File: src/design/ncrb_pkg.sv
/*
 * constants for the nonvolatile command register bank: byte offsets,
 * field positions, command codes, reset values and cycle counts.
 * assumes byte-wide register access at the offsets below.
 */
package ncrb_pkg;

	// register byte offsets
	localparam logic [3:0] OFS_CMD      = 4'h0;
	localparam logic [3:0] OFS_LOCK     = 4'h1;
	localparam logic [3:0] OFS_STATUS   = 4'h2;
	localparam logic [3:0] OFS_IRQ_EN   = 4'h3;
	localparam logic [3:0] OFS_IRQ_FLAG = 4'h4;
	localparam logic [3:0] OFS_DATA_LO  = 4'h6;
	localparam logic [3:0] OFS_DATA_HI  = 4'h7;
	localparam logic [3:0] OFS_ADDR_LO  = 4'h8;
	localparam logic [3:0] OFS_ADDR_HI  = 4'h9;

	// field positions
	localparam int unsigned CMD_MSB          = 2;
	localparam int unsigned BIT_APP_WP       = 0;
	localparam int unsigned BIT_BOOT_LOCK    = 1;
	localparam int unsigned BIT_FLASH_BUSY   = 0;
	localparam int unsigned BIT_EEPROM_BUSY  = 1;
	localparam int unsigned BIT_WRITE_FAULT  = 2;
	localparam int unsigned BIT_EEPROM_IDLE  = 0;

	// command codes
	localparam logic [2:0] CMD_NONE        = 3'h0;
	localparam logic [2:0] CMD_PAGE_WRITE  = 3'h1;
	localparam logic [2:0] CMD_PAGE_ERASE  = 3'h2;
	localparam logic [2:0] CMD_ERASE_WRITE = 3'h3;
	localparam logic [2:0] CMD_BUF_CLEAR   = 3'h4;
	localparam logic [2:0] CMD_CHIP_ERASE  = 3'h5;
	localparam logic [2:0] CMD_EEPROM_WIPE = 3'h6;
	localparam logic [2:0] CMD_FUSE_WRITE  = 3'h7;

	// reset values
	localparam logic [7:0]  RST_BYTE = 8'h00;
	localparam logic [15:0] RST_WORD = 16'h0000;

	// cycle counts
	localparam logic [2:0]  BUF_CLEAR_CYCLES    = 3'h7;
	localparam int unsigned POR_TIMEOUT_DEFAULT = 4096;

endpackage : ncrb_pkg

File: src/design/ncrb_op_if.sv
/*
 * operation handshake between the register front end and the sequencer.
 * assumes both ends run on mclk.
 */
`timescale 1ns/100ps
`default_nettype none

interface ncrb_op_if;
	logic       start;
	logic [2:0] code;
	logic       to_eeprom;
	logic       keep_eeprom;
	logic       flash_busy;
	logic       eeprom_busy;
	logic       buf_clear;

	modport ctl (output start, code, to_eeprom, keep_eeprom,
	             input  flash_busy, eeprom_busy, buf_clear);
	modport seq (input  start, code, to_eeprom, keep_eeprom,
	             output flash_busy, eeprom_busy, buf_clear);
endinterface : ncrb_op_if

`default_nettype wire

File: src/design/ncrb_boot_lock.sv
/*
 * boot read lock: armed by a write, applied on first exit from boot code.
 * assumes in_boot is a same-clock level from the cpu fetch logic.
 */
`timescale 1ns/100ps
`default_nettype none

module ncrb_boot_lock
(
	// clock and reset
	input  wire logic mclk,
	input  wire logic rst,
	// control
	input  wire logic lock_write,
	input  wire logic in_boot,
	// state
	output logic      lock_armed,
	output logic      lock_active
);

	logic armed_reg, armed_next;
	logic active_reg, active_next;
	logic boot_prev_reg;

	always_comb
	begin
		armed_next  = armed_reg | lock_write;
		active_next = active_reg | (armed_next & boot_prev_reg & ~in_boot);
	end

	always_ff @(posedge mclk)
	begin
		if (rst)
		begin
			armed_reg     <= 1'b0;
			active_reg    <= 1'b0;
			boot_prev_reg <= 1'b0;
		end
		else
		begin
			armed_reg     <= armed_next;
			active_reg    <= active_next;
			boot_prev_reg <= in_boot;
		end
	end

	assign lock_armed  = armed_reg;
	assign lock_active = active_reg;

	AST_LOCK_ON_EXIT:
	assert property (@(posedge mclk) disable iff (rst)
		(armed_reg && boot_prev_reg && !in_boot) |=> lock_active)
	else $error("boot lock not applied on leaving boot code");

	AST_LOCK_NOT_EARLY:
	assert property (@(posedge mclk) disable iff (rst)
		(!active_reg && in_boot) |=> !lock_active)
	else $error("boot lock applied while still inside boot code");

endmodule : ncrb_boot_lock

`default_nettype wire

File: src/design/ncrb_op_seq.sv
/*
 * operation sequencer: tracks flash and eeprom busy per started command.
 * assumes the arrays pulse flash_done / eeprom_done once per operation.
 */
`timescale 1ns/100ps
`default_nettype none

module ncrb_op_seq
	import ncrb_pkg::*;
(
	// clock and reset
	input  wire logic mclk,
	input  wire logic rst,
	// front end
	ncrb_op_if.seq    op,
	// array completion
	input  wire logic flash_done,
	input  wire logic eeprom_done
);

	typedef enum logic [1:0] {S_IDLE, S_RUN, S_CLEAR} ncrb_seq_state_e;

	ncrb_seq_state_e state_reg, state_next;
	logic            fl_reg, fl_next;
	logic            ee_reg, ee_next;
	logic            page_reg, page_next;
	logic [2:0]      cnt_reg, cnt_next;
	logic            clr_reg, clr_next;

	always_comb
	begin
		state_next = state_reg;
		fl_next    = fl_reg;
		ee_next    = ee_reg;
		page_next  = page_reg;
		cnt_next   = cnt_reg;
		clr_next   = 1'b0;
		unique case (state_reg)
			S_IDLE:
			begin
				if (op.start)
				begin
					page_next = 1'b0;
					unique case (op.code)
						CMD_BUF_CLEAR:
						begin
							state_next = S_CLEAR;
							cnt_next   = BUF_CLEAR_CYCLES - 3'h1;
						end
						CMD_CHIP_ERASE:
						begin
							state_next = S_RUN;
							fl_next    = 1'b1;
							ee_next    = ~op.keep_eeprom;
						end
						CMD_EEPROM_WIPE:
						begin
							state_next = S_RUN;
							ee_next    = 1'b1;
						end
						CMD_FUSE_WRITE:
						begin
							state_next = S_RUN;
							fl_next    = 1'b1;
						end
						default:
						begin
							state_next = S_RUN;
							ee_next    = op.to_eeprom;
							fl_next    = ~op.to_eeprom;
							page_next  = 1'b1;
						end
					endcase
				end
			end
			S_RUN:
			begin
				if (flash_done)
					fl_next = 1'b0;
				if (eeprom_done)
					ee_next = 1'b0;
				if (!fl_next && !ee_next)
				begin
					state_next = S_IDLE;
					clr_next   = page_reg;
				end
			end
			S_CLEAR:
			begin
				cnt_next = cnt_reg - 3'h1;
				if (cnt_reg == 3'h0)
				begin
					state_next = S_IDLE;
					clr_next   = 1'b1;
				end
			end
		endcase
	end

	always_ff @(posedge mclk)
	begin
		if (rst)
		begin
			state_reg <= S_IDLE;
			fl_reg    <= 1'b0;
			ee_reg    <= 1'b0;
			page_reg  <= 1'b0;
			cnt_reg   <= 3'h0;
			clr_reg   <= 1'b0;
		end
		else
		begin
			state_reg <= state_next;
			fl_reg    <= fl_next;
			ee_reg    <= ee_next;
			page_reg  <= page_next;
			cnt_reg   <= cnt_next;
			clr_reg   <= clr_next;
		end
	end

	assign op.flash_busy  = fl_reg | (state_reg == S_CLEAR);
	assign op.eeprom_busy = ee_reg;
	assign op.buf_clear   = clr_reg;

	AST_CHIP_KEEPS_EEPROM:
	assert property (@(posedge mclk) disable iff (rst)
		(state_reg == S_IDLE && op.start && op.code == CMD_CHIP_ERASE && op.keep_eeprom)
		|=> !op.eeprom_busy && op.flash_busy)
	else $error("chip erase touched eeprom although preserve was set");

	AST_PAGE_CLEARS_BUFFER:
	assert property (@(posedge mclk) disable iff (rst)
		(state_reg == S_RUN && page_reg && !fl_next && !ee_next) |=> op.buf_clear)
	else $error("page operation ended without a buffer clear");

endmodule : ncrb_op_seq

`default_nettype wire

File: src/design/ncrb_top.sv
/*
 * nonvolatile command register bank: byte register port, command accept,
 * section locks, status, eeprom idle interrupt, data and address words.
 * assumes all inputs come from logic on mclk; rst is the power-on reset.
 */
`timescale 1ns/100ps
`default_nettype none

module ncrb_top
	import ncrb_pkg::*;
#(
	parameter int unsigned POR_TIMEOUT_CYCLES = POR_TIMEOUT_DEFAULT
)
(
	// clock and reset
	input  wire logic        mclk,
	input  wire logic        rst,
	// register port
	input  wire logic [3:0]  reg_addr,
	input  wire logic        reg_we,
	input  wire logic        reg_re,
	input  wire logic [7:0]  reg_wdata,
	output logic      [7:0]  reg_rdata,
	// access context
	input  wire logic        from_debug_port,
	input  wire logic        cpu_in_boot_section,
	input  wire logic        self_program_key_open,
	input  wire logic        ioreg_key_open,
	// fuses
	input  wire logic        eeprom_preserve_fuse,
	input  wire logic        poweron_timeout_disable,
	// page buffer and section map
	input  wire logic        buf_write_strobe,
	input  wire logic [15:0] buf_write_addr,
	input  wire logic        buf_mixed_sections,
	input  wire logic        target_is_eeprom,
	input  wire logic        target_is_app,
	// memory arrays
	output logic             arr_start,
	output logic      [2:0]  arr_code,
	output logic             arr_to_eeprom,
	output logic             arr_keep_eeprom,
	output logic      [15:0] arr_addr,
	output logic      [15:0] arr_data,
	output logic             buffer_clear,
	input  wire logic        flash_done,
	input  wire logic        eeprom_done,
	// protection and interrupt
	output logic             boot_read_block,
	output logic             app_write_protect,
	output logic             eeprom_idle_irq
);

	localparam int unsigned TW = $clog2(POR_TIMEOUT_CYCLES + 1);
	localparam logic [TW-1:0] TOUT_LAST = TW'(POR_TIMEOUT_CYCLES - 1);

	initial
	begin
		if (POR_TIMEOUT_CYCLES < 2)
			$error("POR_TIMEOUT_CYCLES must be at least 2");
	end

	////////////////////////////////////////////////////////////////////////
	// submodules

	ncrb_op_if op ();

	logic lock_write;
	logic lock_armed;

	ncrb_op_seq u_seq (
		.mclk        (mclk),
		.rst         (rst),
		.op          (op),
		.flash_done  (flash_done),
		.eeprom_done (eeprom_done)
	);

	ncrb_boot_lock u_lock (
		.mclk        (mclk),
		.rst         (rst),
		.lock_write  (lock_write),
		.in_boot     (cpu_in_boot_section),
		.lock_armed  (lock_armed),
		.lock_active (boot_read_block)
	);

	////////////////////////////////////////////////////////////////////////
	// state

	logic [2:0]    cmd_reg, cmd_next;
	logic          start_reg, start_next;
	logic          to_ee_reg, to_ee_next;
	logic          keep_ee_reg, keep_ee_next;
	logic          app_wp_reg, app_wp_next;
	logic          fault_reg, fault_next;
	logic          irq_en_reg, irq_en_next;
	logic          irq_flag_reg, irq_flag_next;
	logic          irq_reg, irq_next;
	logic [15:0]   data_reg, data_next;
	logic [15:0]   addr_reg, addr_next;
	logic [7:0]    rdata_reg, rdata_next;
	logic          tout_reg, tout_next;
	logic [TW-1:0] tcnt_reg, tcnt_next;

	////////////////////////////////////////////////////////////////////////
	// decode

	logic       wr_cmd;
	logic [2:0] wr_code;
	logic       flash_busy_bit;
	logic       eeprom_busy_bit;
	logic       busy_any;
	logic       cmd_ok;
	logic       page_cmd;
	logic       fault;

	assign wr_cmd  = reg_we && (reg_addr == OFS_CMD);
	assign wr_code = reg_wdata[CMD_MSB:0];

	// a command just taken counts as busy until the sequencer owns it
	assign flash_busy_bit  = op.flash_busy | tout_reg | start_reg;
	assign eeprom_busy_bit = op.eeprom_busy | tout_reg | start_reg;
	assign busy_any        = flash_busy_bit | eeprom_busy_bit;

	assign cmd_ok = wr_cmd
		&& self_program_key_open
		&& !busy_any
		&& (wr_code != CMD_NONE)
		&& ((wr_code != CMD_FUSE_WRITE) || from_debug_port);

	assign page_cmd = (wr_code == CMD_PAGE_WRITE) || (wr_code == CMD_PAGE_ERASE)
		|| (wr_code == CMD_ERASE_WRITE);
	assign fault = page_cmd
		&& (buf_mixed_sections || (app_wp_reg && target_is_app));

	assign lock_write = reg_we && (reg_addr == OFS_LOCK) && ioreg_key_open
		&& reg_wdata[BIT_BOOT_LOCK] && cpu_in_boot_section;

	////////////////////////////////////////////////////////////////////////
	// next state

	always_comb
	begin
		cmd_next      = cmd_reg;
		start_next    = 1'b0;
		to_ee_next    = to_ee_reg;
		keep_ee_next  = keep_ee_reg;
		app_wp_next   = app_wp_reg;
		fault_next    = fault_reg;
		irq_en_next   = irq_en_reg;
		irq_flag_next = irq_flag_reg;
		data_next     = data_reg;
		addr_next     = addr_reg;
		rdata_next    = rdata_reg;
		tout_next     = tout_reg;
		tcnt_next     = tcnt_reg;

		// power-on write refusal window
		if (tout_reg)
		begin
			tcnt_next = tcnt_reg + TW'(1);
			if (!poweron_timeout_disable || tcnt_reg == TOUT_LAST)
				tout_next = 1'b0;
		end

		if (cmd_ok)
		begin
			cmd_next     = wr_code;
			fault_next   = fault;
			start_next   = ~fault;
			to_ee_next   = target_is_eeprom;
			keep_ee_next = eeprom_preserve_fuse;
		end

		if (reg_we && reg_addr == OFS_LOCK && ioreg_key_open && reg_wdata[BIT_APP_WP])
			app_wp_next = 1'b1;
		if (reg_we && reg_addr == OFS_IRQ_EN)
			irq_en_next = reg_wdata[BIT_EEPROM_IDLE];

		// set while idle wins over a write-one clear
		if (!eeprom_busy_bit)
			irq_flag_next = 1'b1;
		else if (reg_we && reg_addr == OFS_IRQ_FLAG && reg_wdata[BIT_EEPROM_IDLE])
			irq_flag_next = 1'b0;
		irq_next = irq_en_next & irq_flag_next;

		if (reg_we && reg_addr == OFS_DATA_LO)
			data_next[7:0] = reg_wdata;
		if (reg_we && reg_addr == OFS_DATA_HI)
			data_next[15:8] = reg_wdata;
		if (reg_we && reg_addr == OFS_ADDR_LO)
			addr_next[7:0] = reg_wdata;
		if (reg_we && reg_addr == OFS_ADDR_HI)
			addr_next[15:8] = reg_wdata;
		// a buffer write overrides a same-cycle software write
		if (buf_write_strobe)
			addr_next = buf_write_addr;

		if (reg_re)
		begin
			unique case (reg_addr)
				OFS_CMD:      rdata_next = {5'h00, cmd_reg};
				OFS_LOCK:     rdata_next = {6'h00, lock_armed, app_wp_reg};
				OFS_STATUS:   rdata_next = {5'h00, fault_reg, eeprom_busy_bit,
				                            flash_busy_bit};
				OFS_IRQ_EN:   rdata_next = {7'h00, irq_en_reg};
				OFS_IRQ_FLAG: rdata_next = {7'h00, irq_flag_reg};
				OFS_DATA_LO:  rdata_next = data_reg[7:0];
				OFS_DATA_HI:  rdata_next = data_reg[15:8];
				OFS_ADDR_LO:  rdata_next = addr_reg[7:0];
				OFS_ADDR_HI:  rdata_next = addr_reg[15:8];
				default:      rdata_next = RST_BYTE;
			endcase
		end
	end

	////////////////////////////////////////////////////////////////////////
	// registers

	always_ff @(posedge mclk)
	begin
		if (rst)
		begin
			cmd_reg      <= CMD_NONE;
			start_reg    <= 1'b0;
			to_ee_reg    <= 1'b0;
			keep_ee_reg  <= 1'b0;
			app_wp_reg   <= 1'b0;
			fault_reg    <= 1'b0;
			irq_en_reg   <= 1'b0;
			irq_flag_reg <= 1'b0;
			irq_reg      <= 1'b0;
			data_reg     <= RST_WORD;
			addr_reg     <= RST_WORD;
			rdata_reg    <= RST_BYTE;
			tout_reg     <= 1'b1;
			tcnt_reg     <= '0;
		end
		else
		begin
			cmd_reg      <= cmd_next;
			start_reg    <= start_next;
			to_ee_reg    <= to_ee_next;
			keep_ee_reg  <= keep_ee_next;
			app_wp_reg   <= app_wp_next;
			fault_reg    <= fault_next;
			irq_en_reg   <= irq_en_next;
			irq_flag_reg <= irq_flag_next;
			irq_reg      <= irq_next;
			data_reg     <= data_next;
			addr_reg     <= addr_next;
			rdata_reg    <= rdata_next;
			tout_reg     <= tout_next;
			tcnt_reg     <= tcnt_next;
		end
	end

	////////////////////////////////////////////////////////////////////////
	// outputs

	assign op.start       = start_reg;
	assign op.code        = cmd_reg;
	assign op.to_eeprom   = to_ee_reg;
	assign op.keep_eeprom = keep_ee_reg;

	assign arr_start         = start_reg;
	assign arr_code          = cmd_reg;
	assign arr_to_eeprom     = to_ee_reg;
	assign arr_keep_eeprom   = keep_ee_reg;
	assign arr_addr          = addr_reg;
	assign arr_data          = data_reg;
	assign buffer_clear      = op.buf_clear;
	assign app_write_protect = app_wp_reg;
	assign eeprom_idle_irq   = irq_reg;
	assign reg_rdata         = rdata_reg;

	////////////////////////////////////////////////////////////////////////
	// checks

	AST_START_CARRIES_CODE:
	assert property (@(posedge mclk) disable iff (rst)
		(cmd_ok && !fault) |=> arr_start && arr_code == $past(wr_code))
	else $error("accepted command did not start with its code");

	AST_NO_KEY_NO_START:
	assert property (@(posedge mclk) disable iff (rst)
		(wr_cmd && !self_program_key_open) |=> !arr_start)
	else $error("command started without the key window");

	AST_FUSE_CPU_REFUSED:
	assert property (@(posedge mclk) disable iff (rst)
		(wr_cmd && wr_code == CMD_FUSE_WRITE && !from_debug_port) |=> !arr_start)
	else $error("fuse programming started from the cpu");

	AST_BUSY_IGNORED:
	assert property (@(posedge mclk) disable iff (rst)
		(wr_cmd && busy_any) |=> !arr_start && $stable(cmd_reg))
	else $error("command taken while busy");

	AST_FAULT_BLOCKS:
	assert property (@(posedge mclk) disable iff (rst)
		(cmd_ok && fault) |=> fault_reg && !arr_start ##1 !arr_start)
	else $error("faulty page command was not refused with fault set");

	AST_APP_WP_STICKY:
	assert property (@(posedge mclk) disable iff (rst)
		app_write_protect |=> app_write_protect [*3])
	else $error("app write protect cleared without reset");

	AST_TIMEOUT_BUSY:
	assert property (@(posedge mclk) disable iff (rst)
		tout_reg |-> flash_busy_bit && eeprom_busy_bit && !cmd_ok)
	else $error("writes possible during the power-on window");

	AST_IDLE_FLAG:
	assert property (@(posedge mclk) disable iff (rst)
		!eeprom_busy_bit |=> irq_flag_reg)
	else $error("eeprom idle flag not set while idle");

	AST_IRQ_LEVEL:
	assert property (@(posedge mclk) disable iff (rst)
		(irq_en_reg && irq_flag_reg) |-> eeprom_idle_irq)
	else $error("interrupt low with enable and flag set");

	AST_ADDR_TRACKS:
	assert property (@(posedge mclk) disable iff (rst)
		buf_write_strobe |=> arr_addr == $past(buf_write_addr))
	else $error("address word missed a buffer write");

endmodule : ncrb_top

`default_nettype wire
File: config.mk
export PLATFORM = sky130hd
export DESIGN_NAME = ncrb_top
export DESIGN_NICKNAME = d
export VERILOG_FILES = /design/src/design/ncrb_pkg.sv /design/src/design/ncrb_op_if.sv /design/src/design/ncrb_boot_lock.sv /design/src/design/ncrb_op_seq.sv /design/src/design/ncrb_top.sv
export SDC_FILE = /design/constraint.sdc
export NUM_CORES = 1
export LEC_CHECK = 0
export BUFFER_PORTS_ARGS = -buffer_cell sky130_fd_sc_hd__buf_4
export CORE_ASPECT_RATIO = 0.8
export CORE_MARGIN = 2
export CORE_UTILIZATION = 42
export CTS_CLUSTER_SIZE = 24
export DETAILED_ROUTE_END_ITERATION = 6
export PLACE_DENSITY = 0.65
export SLEW_MARGIN = 20
export SYNTH_ARGS = -nofsm -noshare
export SYNTH_HDL_FRONTEND = slang
export SYNTH_SLANG_ARGS = --single-unit
export TNS_END_PERCENT = 1
File: constraint.sdc
create_clock -name mclk -period 4.55 [get_ports mclk]
set_input_delay 0.455 -clock mclk [delete_from_list [all_inputs] [get_ports mclk]]
set_output_delay 0.455 -clock mclk [all_outputs]
set_load 0.01 [all_outputs]
==> results of run 1 <==
==> cells in the final DEF, fill, tap and decap left out, types with 2 or more instances in the layout <==
master / n
nor2b_1: 11
nor3b_1: 3
ha_1: 6
o21ai_0: 2
clkbuf_16: 9
and3_1: 6
nand3_1: 25
nand2b_1: 12
dfxtp_1: 77
a211oi_1: 10
inv_6: 2
buf_4: 93
nand2_1: 23
xor2_1: 3
nor3_1: 5
a221oi_1: 3
o31a_1: 2
o22ai_1: 7
a31oi_1: 6
nor3b_2: 2
or3_1: 2
a21oi_1: 23
mux2_1: 3
nor2_1: 59
or4b_1: 2
o21ai_1: 12
nand4_1: 5
mux2i_1: 36
nor4_1: 7
inv_1: 15
a311oi_1: 10
xnor2_1: 8
clkinvlp_4: 3
==> cell families after synthesis <==
family	after synthesis
XOR/XNOR	11
AO/OA/AOI/OAI	91
buffers and inverters	44
adder cells (fa/ha/maj)	6
flip-flops	77
multiplexers	39
AND/OR/NAND/NOR	171
==> synth_stat cells, types with 3 or more instances <==
cell / instances
buf_2: 12
a31oi_1: 6
xnor2_1: 8
nand4_1: 5
mux2i_1: 36
o21ai_1: 12
ha_1: 6
nor2_1: 59
and3_1: 6
nor4_1: 7
nor3b_1: 3
inv_1: 15
o22ai_1: 7
nor3_1: 5
xor2_1: 3
nand3_1: 25
clkbuf_1: 11
a21oi_1: 23
nor2b_1: 11
a311oi_1: 10
buf_1: 3
nand2_1: 23
nand2b_1: 12
a221oi_1: 3
a211oi_1: 10
mux2_1: 3
dfxtp_1: 77
==> metrics by stage <==
| stage | cells | util |
|---|---|---|
| after floorplan | 439 | - |
| after global placement | 615 | 0.521 |
| after detailed placement | 615 | 0.521 |
| after CTS | 631 | 0.553 |
| after global routing | 631 | 0.553 |
| final | 631 | 0.553 |
==> worst min-delay path by stage <==
stage / to / slack (ps) / depth (start not counted)
final: u_lock.boot_prev_reg / 360 / 3
after CTS: u_lock.boot_prev_reg / 360 / 3
after detailed placement: reg_rdata[5] / 470 / 2
after global routing: tout_reg / 380 / 3
after floorplan: fault_reg / 450 / 2
after global placement: u_lock.lock_active / 460 / 2
==> power by group through the flow <==
stage | combinational (mW) | clock (mW) | sequential, mW
global placement | 0.168 | 0 | 0.726
finish | 0.171 | 0.669 | 0.712
CTS | 0.171 | 0.684 | 0.712
global route | 0.188 | 0.713 | 0.714
floorplan | 0.0966 | 0 | 0.726
detailed placement | 0.171 | 0 | 0.726
==> tightest hold or removal path, stage by stage <==
cell    delay (ps)
buf_4           90
inv_1           40
nor2_1          70
==> layout make-up <==
type | count | area [sq um] | share of cell area
Tap cell | 112 | 140 | 0.0293
Timing Repair Buffer | 93 | 698 | 0.146
Sequential cell | 77 | 1540 | 0.323
Multi-Input combinational cell | 318 | 2060 | 0.431
Inverter | 15 | 56.3 | 0.0118
Clock inverter | 6 | 45.0 | 0.00943
Clock buffer | 10 | 239 | 0.0500
==> routing by layer <==
| metal | global-route usage | share of wire | vias up |
|---|---|---|---|
| met4 | 0.0727 | 0.017 | 0 |
| met2 | 0.307 | 0.44 | 119 |
| met5 | 0 | 0 | - |
| li1 | - | - | 1723 |
| met1 | 0.289 | 0.46 | 1639 |
| met3 | 0.0627 | 0.078 | 18 |
==> impl_metrics.csv, run 1 <==
group,metric,value,unit
run_status,status,"finished clean",
floorplanning,core-area,0.00863,sq mm
global_routing,grt_max_degree,76,
logic_synthesis,ys_async_sr_fraction,0,
power_and_ir_drop,netSwitchingPower,0.394,mW
logic_synthesis,syn_area,0.00379,sq mm
logic_synthesis,synthesis.instances,439,
power_and_ir_drop,irDropWorstVdd,0.000185,V
setup_path,crit_chain,"buf_4 > nor2b_1 > and2_1 > mux2i_1 > nor2_1",
logic_synthesis,muxShareOfSynthArea,0.104,
setup_path,path_depth,5,
sta,final_hold_viol_count,0,
setup_path,cp-end-kind,"flip-flop",
drt,dr.pass1.iters,5,
place,dp_hpwl,7320,um
floorplanning,initial_core_util,0.440,
cts,cts_buffers,9,
setup_path,required,4730,ps
cts,cts_tree,"yes",
logic_synthesis,yosys.cell_types.count,59,
sta,finalSetupViolations,0,
drt,viasPerCell,5.55,
setup_path,worstPathArrival,2150,ps
global_routing,grt_pass1_wl,15700,um
place,place_area,0.00449,sq mm
cts,ctsHoldBuffers,0,
drt,wire_per_inst,16.0,um
setup_path,r2r-end,"u_seq.state_reg[1]",
power_and_ir_drop,p_int,1.16,mW
power_and_ir_drop,power.density,325,mW/mm^2
cts,ctsLongestPathBuffers,2,
power_and_ir_drop,switching_share,0.254,
logic_synthesis,synth_edf_count,0,
drt,drtAntennaViolNets,0,
logic_synthesis,ys.flop_type,"dfxtp_1",
logic_synthesis,yosysWarnings,0,
power_and_ir_drop,power.total,1.55,mW
job,maxCapViolations,0,
setup_path,rrSetupSlack,2820,ps
sta,fin_tns_setup,0,ps
cts,path_clk_slew,60,ps
hold_path,hold_start,"cpu_in_boot_section",
floorplanning,die_y,89.0,um
sta,fmax,509,MHz
cts,postCtsSetupRepairBufs,0,
drt,first_iter_violations,186,
final_layout,fill_cells,805,
sta,drv_slew,0,
drt,drc,0,
place,place_ws,2300,ps
logic_synthesis,synth_top_cell_area_share,0.406,
sta,skew,4.56,ps
floorplanning,fp-row-count,30,
place,portBuffers,93,
sta,fin_ws,2590,ps
setup_path,cp-endpoint,"arr_data[1]",
power_and_ir_drop,power_leakage,1.86,nW
sta,hold_slack,362,ps
drt,vias,3499,
logic_synthesis,synth-xor-area-share,0.0254,
setup_path,max_stage_delay,630,ps
sta,rsz0062_at_grt,"no",
cts,root_buffer,"clkbuf_16",
floorplanning,die-area,0.00982,sq mm
logic_synthesis,syn_avg_cell_area,8.64,sq um
global_routing,antenna_found_initial,0,
logic_synthesis,synthTopCellsByArea,"dfxtp_1, mux2i_1, nor2_1, nand3_1, a21oi_1",
logic_synthesis,yosys.area_share.adder,0.0198,
cts,post_cts_resized,0,
power_and_ir_drop,p_clk_frac,0.431,
power_and_ir_drop,pwr-share-comb,0.110,
logic_synthesis,synth-simple-area-share,0.231,
global_routing,track_usage,0.208,
final_layout,antenna_cells,0,
global_routing,grt_pass1_vias,3119,
sta,min_period,1960,ps
floorplanning,die_x,110,um
logic_synthesis,ys_ff_latch,77,
cts,clk_latency,330,ps
logic_synthesis,synth_area_leader_cell,"dfxtp_1",
global_routing,grt-ovfl-total,0,
setup_path,critPathSlowestCell,"nor2b_1",
setup_path,cp_max_fo,30,
setup_path,worst-setup-path-type,"in2reg",
cts,clock_sinks,77,
hold_path,hold_path.class,"in2reg",
logic_synthesis,synth_seq_area_share,0.406,
final_layout,area_growth,25.9,%
logic_synthesis,synth_top_family_by_area,"simple AND/OR/NAND/NOR gates",
logic_synthesis,synth-compound-area-share,0.163,
final_layout,drive_above_1_share,0.224,
setup_path,r2r-start,"u_seq.state_reg[0]",
final_layout,final_cell_area,0.00478,sq mm
place,gp_congestion,0.825,
setup_path,cp-start-kind,"input pin",
setup_path,cp-startpoint,"reg_addr[0]",
floorplanning,num_io_pins,94,
setup_path,reg2regPathDepth,5,
logic_synthesis,syn_nets,489,
power_and_ir_drop,seq_power_share,0.459,
sta,period_share,0.432,
sta,tightest_slew,851,ps
drt,postRouteWirelength,10100,um
final_layout,nets,564,
cts,h-tree-depth,3,
setup_path,critical_path.top_delay_family,"simple AND/OR/NAND/NOR gates",
sta,relSlewSlack,0.430,
setup_path,crit_buf_inv,1,
Note: power is estimated with default switching activity, not from simulation.
==> run 2: changes to the inputs <==
--- a/config.mk
+++ b/config.mk
@@ -5,13 +5,14 @@
 export SDC_FILE = /design/constraint.sdc
 export NUM_CORES = 1
 export LEC_CHECK = 0
+export ABC_AREA = 1
 export BUFFER_PORTS_ARGS = -buffer_cell sky130_fd_sc_hd__buf_4
 export CORE_ASPECT_RATIO = 0.8
 export CORE_MARGIN = 2
 export CORE_UTILIZATION = 42
 export CTS_CLUSTER_SIZE = 24
 export DETAILED_ROUTE_END_ITERATION = 6
-export PLACE_DENSITY = 0.65
+export PLACE_DENSITY = 0.66
 export SLEW_MARGIN = 20
 export SYNTH_ARGS = -nofsm -noshare
 export SYNTH_HDL_FRONTEND = slang
==> constraint.sdc (replaced) <==
create_clock -name mclk -period 1.9 [get_ports mclk]
set_input_delay 0.19 -clock mclk [delete_from_list [all_inputs] [get_ports mclk]]
set_output_delay 0.19 -clock mclk [all_outputs]
set_load 0.01 [all_outputs]
==> impl_metrics.csv, run 2 <==
group,metric,value,unit
power_and_ir_drop,p_int,2.80,mW
logic_synthesis,ys_async_sr_fraction,0,
sta,hold_slack,60.8,ps
drt,met1_length,4670,um
global_routing,grt_pass1_vias,3512,
logic_synthesis,synth_top_cell_area_share,0.419,
sta,final_hold_viol_count,0,
setup_path,cp_max_fo,11,
global_routing,grt-ovfl-total,0,
sta,fin_tns_setup,0,ps
final_layout,area_growth,27.7,%
logic_synthesis,syn_area,0.00368,sq mm
place,placed_cells,717,
power_and_ir_drop,power.density,825,mW/mm^2
floorplanning,core-area,0.00848,sq mm
drt,routed.top_layer,"met4",
run_status,status,"finished clean",
final_layout,fill_cells,853,
sta,fin_ws,287,ps
cts,clock_sinks,77,
hold_path,hold_path.class,"in2reg",
job,maxCapViolations,0,
final_layout,antenna_cells,0,
power_and_ir_drop,seq_power_share,0.457,
setup_path,max_stage_delay,330,ps
setup_path,worst-setup-path-type,"reg2reg",
sta,relSlewSlack,0.660,
floorplanning,die_x,109,um
final_layout,final_cell_mix,"nand2_1, buf_4, dfxtp_1",
final_layout,final_common_cell,"nand2_1",
logic_synthesis,yosysWarnings,0,
floorplanning,fp-row-count,30,
logic_synthesis,synth_seq_area_share,0.419,
place,place_area,0.00447,sq mm
sta,fmax,620,MHz
sta,finalSetupViolations,0,
setup_path,rrSetupSlack,290,ps
setup_path,cp-start-kind,"flip-flop",
cts,cts_tree,"yes",
power_and_ir_drop,netSwitchingPower,1.08,mW
logic_synthesis,syn_avg_cell_area,7.00,sq um
cts,clk_latency,350,ps
power_and_ir_drop,pwr-share-comb,0.177,
cts,path_clk_slew,80,ps
cts,postCtsSetupRepairBufs,0,
drt,drtAntennaViolNets,0,
global_routing,grt_max_degree,28,
drt,wl_met2,4560,um
drt,drc,0,
logic_synthesis,synth_edf_count,0,
cts,ctsLongestPathBuffers,2,
sta,tightest_slew,508,ps
cts,post_cts_resized,0,
setup_path,crit_chain,"inv_1 > ha_1 > nor2_1 > nand2_1 > inv_1 > nand3_1 > o21ai_0 > a21oi_1",
logic_synthesis,ys_ff_latch,77,
power_and_ir_drop,power.total,3.88,mW
drt,postRouteWirelength,10200,um
logic_synthesis,ys.flop_type,"dfxtp_1",
power_and_ir_drop,irDropWorstVdd,0.000492,V
floorplanning,die-area,0.00953,sq mm
cts,ctsHoldBuffers,0,
final_layout,fin_cells,733,
final_layout,final_cell_area,0.00470,sq mm
cts,h-tree-depth,3,
final_layout,drive_above_1_share,0.213,
logic_synthesis,synthTopCellsByCount,"nand2_1, dfxtp_1, a21oi_1, inv_1, nand3_1",
final_layout,fin_util,0.554,
cts,root_buffer,"clkbuf_8",
place,place_ws,287,ps
sta,drv_slew,0,
sta,skew,9.84,ps
global_routing,antenna_found_initial,0,
drt,routed-wl-met3,824,um
setup_path,worstPathArrival,1850,ps
drt,viasPerCell,5.14,
global_routing,track_usage,0.223,
floorplanning,die_y,87.7,um
logic_synthesis,synthesis.instances,526,
place,dp_hpwl,7930,um
sta,min_period,1610,ps
logic_synthesis,synth_area_leader_cell,"dfxtp_1",
setup_path,cp_common_cell,"inv_1",
sta,rsz0062_at_grt,"no",
power_and_ir_drop,power_leakage,2.08,nW
sta,period_share,0.849,
drt,wire_per_inst,13.9,um
logic_synthesis,syn_nets,576,
cts,cts_buffers,9,
drt,vias,3770,
setup_path,critPathSlowestCell,"dfxtp_1",
place,gp_congestion,0.877,
logic_synthesis,yosys.cell_types.count,34,
power_and_ir_drop,switching_share,0.279,
global_routing,grt_pass1_wl,16600,um
logic_synthesis,synth_most_common_cell,"nand2_1",
logic_synthesis,synthTopCellsByArea,"dfxtp_1, nand2_1, a21oi_1, nand3_1, inv_1",
drt,first_iter_violations,230,
setup_path,cp-end-kind,"flip-flop",
floorplanning,num_io_pins,94,
place,portBuffers,93,
drt,dr.pass1.iters,4,
setup_path,required,2140,ps
power_and_ir_drop,p_clk_frac,0.366,
final_layout,nets,666,
floorplanning,initial_core_util,0.434,
[run 2: final timing paths]
check | start | end | cells past startpoint
worst max register to register | u_seq.state_reg[0] | arr_keep_eeprom | 8
worst min register to register | u_lock.lock_active | u_lock.lock_active | 2
worst min-delay path | poweron_timeout_disable | tout_reg | 3
worst max-delay path | u_seq.state_reg[0] | arr_keep_eeprom | 8
[run 2: logic make-up after synthesis]
family                     share of synthesized area
xor gates and xnor gates                     0.00476
buffers and inverters                         0.0884
muxes                                        0.00272
AOI/OAI and AO/OA                              0.192
and+or+nand+nor                                0.273
adders and majority gates                     0.0204
DFF                                            0.419
[run 2: critical path, delay by kind of cell, from the launching register on]
kind | cells | cell delay (ps)
fa+ha+maj | 1 | 260
flops | 1 | 330
compound gates | 2 | 320
buf+inv | 2 | 140
simple gates | 3 | 460
[run 2: area by class of cell]
class / count / area, sq um / area share
multi-input cells: 368 / 1810 / 0.386
flip-flops and latches: 77 / 1540 / 0.328
clock inverters: 5 / 81.3 / 0.0173
clock buffers: 11 / 151 / 0.0322
repair buffers: 99 / 743 / 0.158
well taps: 112 / 140 / 0.0298
inverters: 61 / 229 / 0.0487
[run 2: per-layer routing]
metal,up-vias,track usage
li1,1918,-
met1,1687,0.308
met2,148,0.346
met3,17,0.0506
met4,0,0.0746
met5,-,0
[run 2: power by group through the flow]
stage | clock network (mW) | logic (mW) | registers [mW]
after CTS | 1.46 | 0.686 | 1.77
after global placement | 0 | 0.674 | 1.80
final | 1.42 | 0.686 | 1.77
after detailed placement | 0 | 0.684 | 1.81
after global routing | 1.53 | 0.784 | 1.78
after floorplan | 0 | 0.430 | 1.80
==> run 3: changes to the inputs <==
--- a/config.mk
+++ b/config.mk
@@ -5,14 +5,14 @@
 export SDC_FILE = /design/constraint.sdc
 export NUM_CORES = 1
 export LEC_CHECK = 0
-export ABC_AREA = 1
+export ABC_AREA = 0
 export BUFFER_PORTS_ARGS = -buffer_cell sky130_fd_sc_hd__buf_4
 export CORE_ASPECT_RATIO = 0.8
 export CORE_MARGIN = 2
 export CORE_UTILIZATION = 42
 export CTS_CLUSTER_SIZE = 24
 export DETAILED_ROUTE_END_ITERATION = 6
-export PLACE_DENSITY = 0.66
+export PLACE_DENSITY = 0.68
 export SLEW_MARGIN = 20
 export SYNTH_ARGS = -nofsm -noshare
 export SYNTH_HDL_FRONTEND = slang
==> constraint.sdc (replaced) <==
create_clock -name mclk -period 1.4 [get_ports mclk]
set_input_delay 0.14 -clock mclk [delete_from_list [all_inputs] [get_ports mclk]]
set_output_delay 0.14 -clock mclk [all_outputs]
set_load 0.01 [all_outputs]
==> impl_metrics.csv, run 3 (synthesized netlist as in run 1, its figures left out) <==
group,metric,value,unit
cts,clk_latency,320,ps
sta,min_period,1510,ps
power_and_ir_drop,power_leakage,2.14,nW
final_layout,fin_cells,673,
power_and_ir_drop,power.density,1050,mW/mm^2
final_layout,nets,607,
setup_path,critPathSlowestCell,"or4_4",
drt,postRouteWirelength,10900,um
floorplanning,fp-row-count,30,
global_routing,grt_pass1_wl,16900,um
sta,relSlewSlack,0.415,
final_layout,area_growth,40.1,%
drt,drtAntennaViolNets,0,
final_layout,final_cell_mix,"buf_4, dfxtp_1, nor2_1",
sta,skew,4.06,ps
sta,fin_tns_setup,-204,ps
place,dp_hpwl,8160,um
run_status,status,"finished with violations",
place,gp_congestion,0.881,
floorplanning,die_x,110,um
run_status,violations,"setup timing",
drt,first_iter_violations,184,
sta,tightest_slew,871,ps
final_layout,multi_input_area,0.00218,sq mm
power_and_ir_drop,irDropWorstVdd,0.000711,V
setup_path,max_stage_delay,490,ps
drt,wire_per_inst,16.2,um
sta,rsz0062_at_grt,"yes",
drt,vias,3743,
job,maxCapViolations,0,
global_routing,antenna_found_initial,0,
final_layout,regArea,0.00155,sq mm
sta,finalSetupViolations,2,
global_routing,grt_max_degree,30,
setup_path,crit_chain,"inv_2 > ha_1 > nand2b_1 > a22o_1 > or4_4 > a21oi_2",
floorplanning,num_io_pins,94,
place,placed_cells,658,
sta,period_share,1.08,
final_layout,fill_cells,765,
sta,fin_ws,-109,ps
global_routing,grt-ovfl-total,0,
global_routing,track_usage,0.224,
final_layout,final_common_cell,"buf_4",
cts,root_buffer,"clkbuf_16",
setup_path,cp_max_fo,4,
place,place_ws,-93.0,ps
setup_path,cp-start-kind,"flip-flop",
cts,path_clk_slew,60,ps
final_layout,drive_above_1_share,0.328,
drt,dr.pass1.iters,4,
sta,fmax,663,MHz
cts,clock_sinks,77,
floorplanning,die_y,89.0,um
cts,cts_buffers,9,
cts,ctsLongestPathBuffers,2,
sta,drv_slew,0,
final_layout,antenna_cells,0,
drt,viasPerCell,5.56,
floorplanning,core-area,0.00863,sq mm
cts,cts_tree,"yes",
hold_path,hold_path.class,"in2reg",
cts,ctsHoldBuffers,0,
drt,drc,0,
global_routing,grt_pass1_vias,3392,
setup_path,cp-end-kind,"flip-flop",
setup_path,worst-setup-path-type,"reg2reg",
cts,h-tree-depth,3,
floorplanning,die-area,0.00982,sq mm
setup_path,required,1660,ps
sta,final_hold_viol_count,0,
setup_path,worstPathArrival,1770,ps
place,portBuffers,93,
floorplanning,initial_core_util,0.440,
[run 3: cell count changes in the layout (fill, tap and decap cells not counted), sizes merged, moves of 10 or more]
cell | previous run | this run
nor2b | 0 | 11
nor2 | 47 | 59
nand2b | 0 | 12
nand2 | 120 | 23
mux2i | 1 | 36
buf | 99 | 136
inv | 61 | 16
a21oi | 56 | 23
o21ai | 54 | 14
nand3 | 46 | 25
a311oi | 0 | 10
[run 3: metal layers]
layer / GRT usage / up-vias / part of all wire
met5: 0 / - / 0
met3: 0.0517 / 16 / 0.055
met2: 0.349 / 130 / 0.46
met1: 0.312 / 1786 / 0.47
li1: - / 1811 / -
met4: 0.0625 / 0 / 0.014
[run 3: what timing repair did]
action | CTS | global route
gates resized for setup | 6 | 18
buffers inserted | 0 | 0
endpoints found under the setup margin | 15 | 23
pin swaps | 2 | 3
[run 3: path summary, 6_finish.rpt]
path	from	endpoint	slack, ps	cells after the start
worst max register to register	u_seq.cnt_reg[0]	u_seq.state_reg[0]	-110	6
worst min-delay path	cpu_in_boot_section	u_lock.boot_prev_reg	50	3
worst min register to register	reg_rdata[6]	reg_rdata[6]	470	2
worst max-delay path	u_seq.cnt_reg[0]	u_seq.state_reg[0]	-110	6
[run 3: worst max-delay path, delay by kind of cell, from the launching register on]
family / cells / cell delay [ps]
AO/OA/AOI/OAI: 2 / 370
adder cells (fa/ha/maj): 1 / 130
buffers and inverters: 1 / 50
flip-flops: 1 / 310
AND/OR/NAND/NOR: 2 / 570
[run 3: metrics by stage]
stage                      util  cell area [sq um]  power, mW  hold WS, ps
final                     0.616               5320       5.61         54.9
after global routing      0.616               5320       5.80         64.3
after CTS                 0.607               5240       5.63         44.8
after detailed placement  0.565               4880       3.00          388
after global placement    0.565               4880       2.98          381
after floorplan               -               3830       2.68          266
[run 3: power by group]
group / switching [mW] / internal, mW / leakage [nW] / total, mW
combinational: 0.346 / 0.325 / 1.35 / 0.671
sequential: 0.0547 / 2.25 / 0.627 / 2.31
clock: 0.894 / 1.73 / 0.162 / 2.63
total: 1.29 / 4.31 / 2.14 / 5.61
[run 3: final cells by class]
cell class | count | area share
timing repair buffer | 136 | 0.198
tap | 112 | 0.0264
clock buffer | 9 | 0.0424
multi-input combinational | 318 | 0.411
clock inverter | 6 | 0.0210
sequential | 77 | 0.291
inverter | 15 | 0.0111
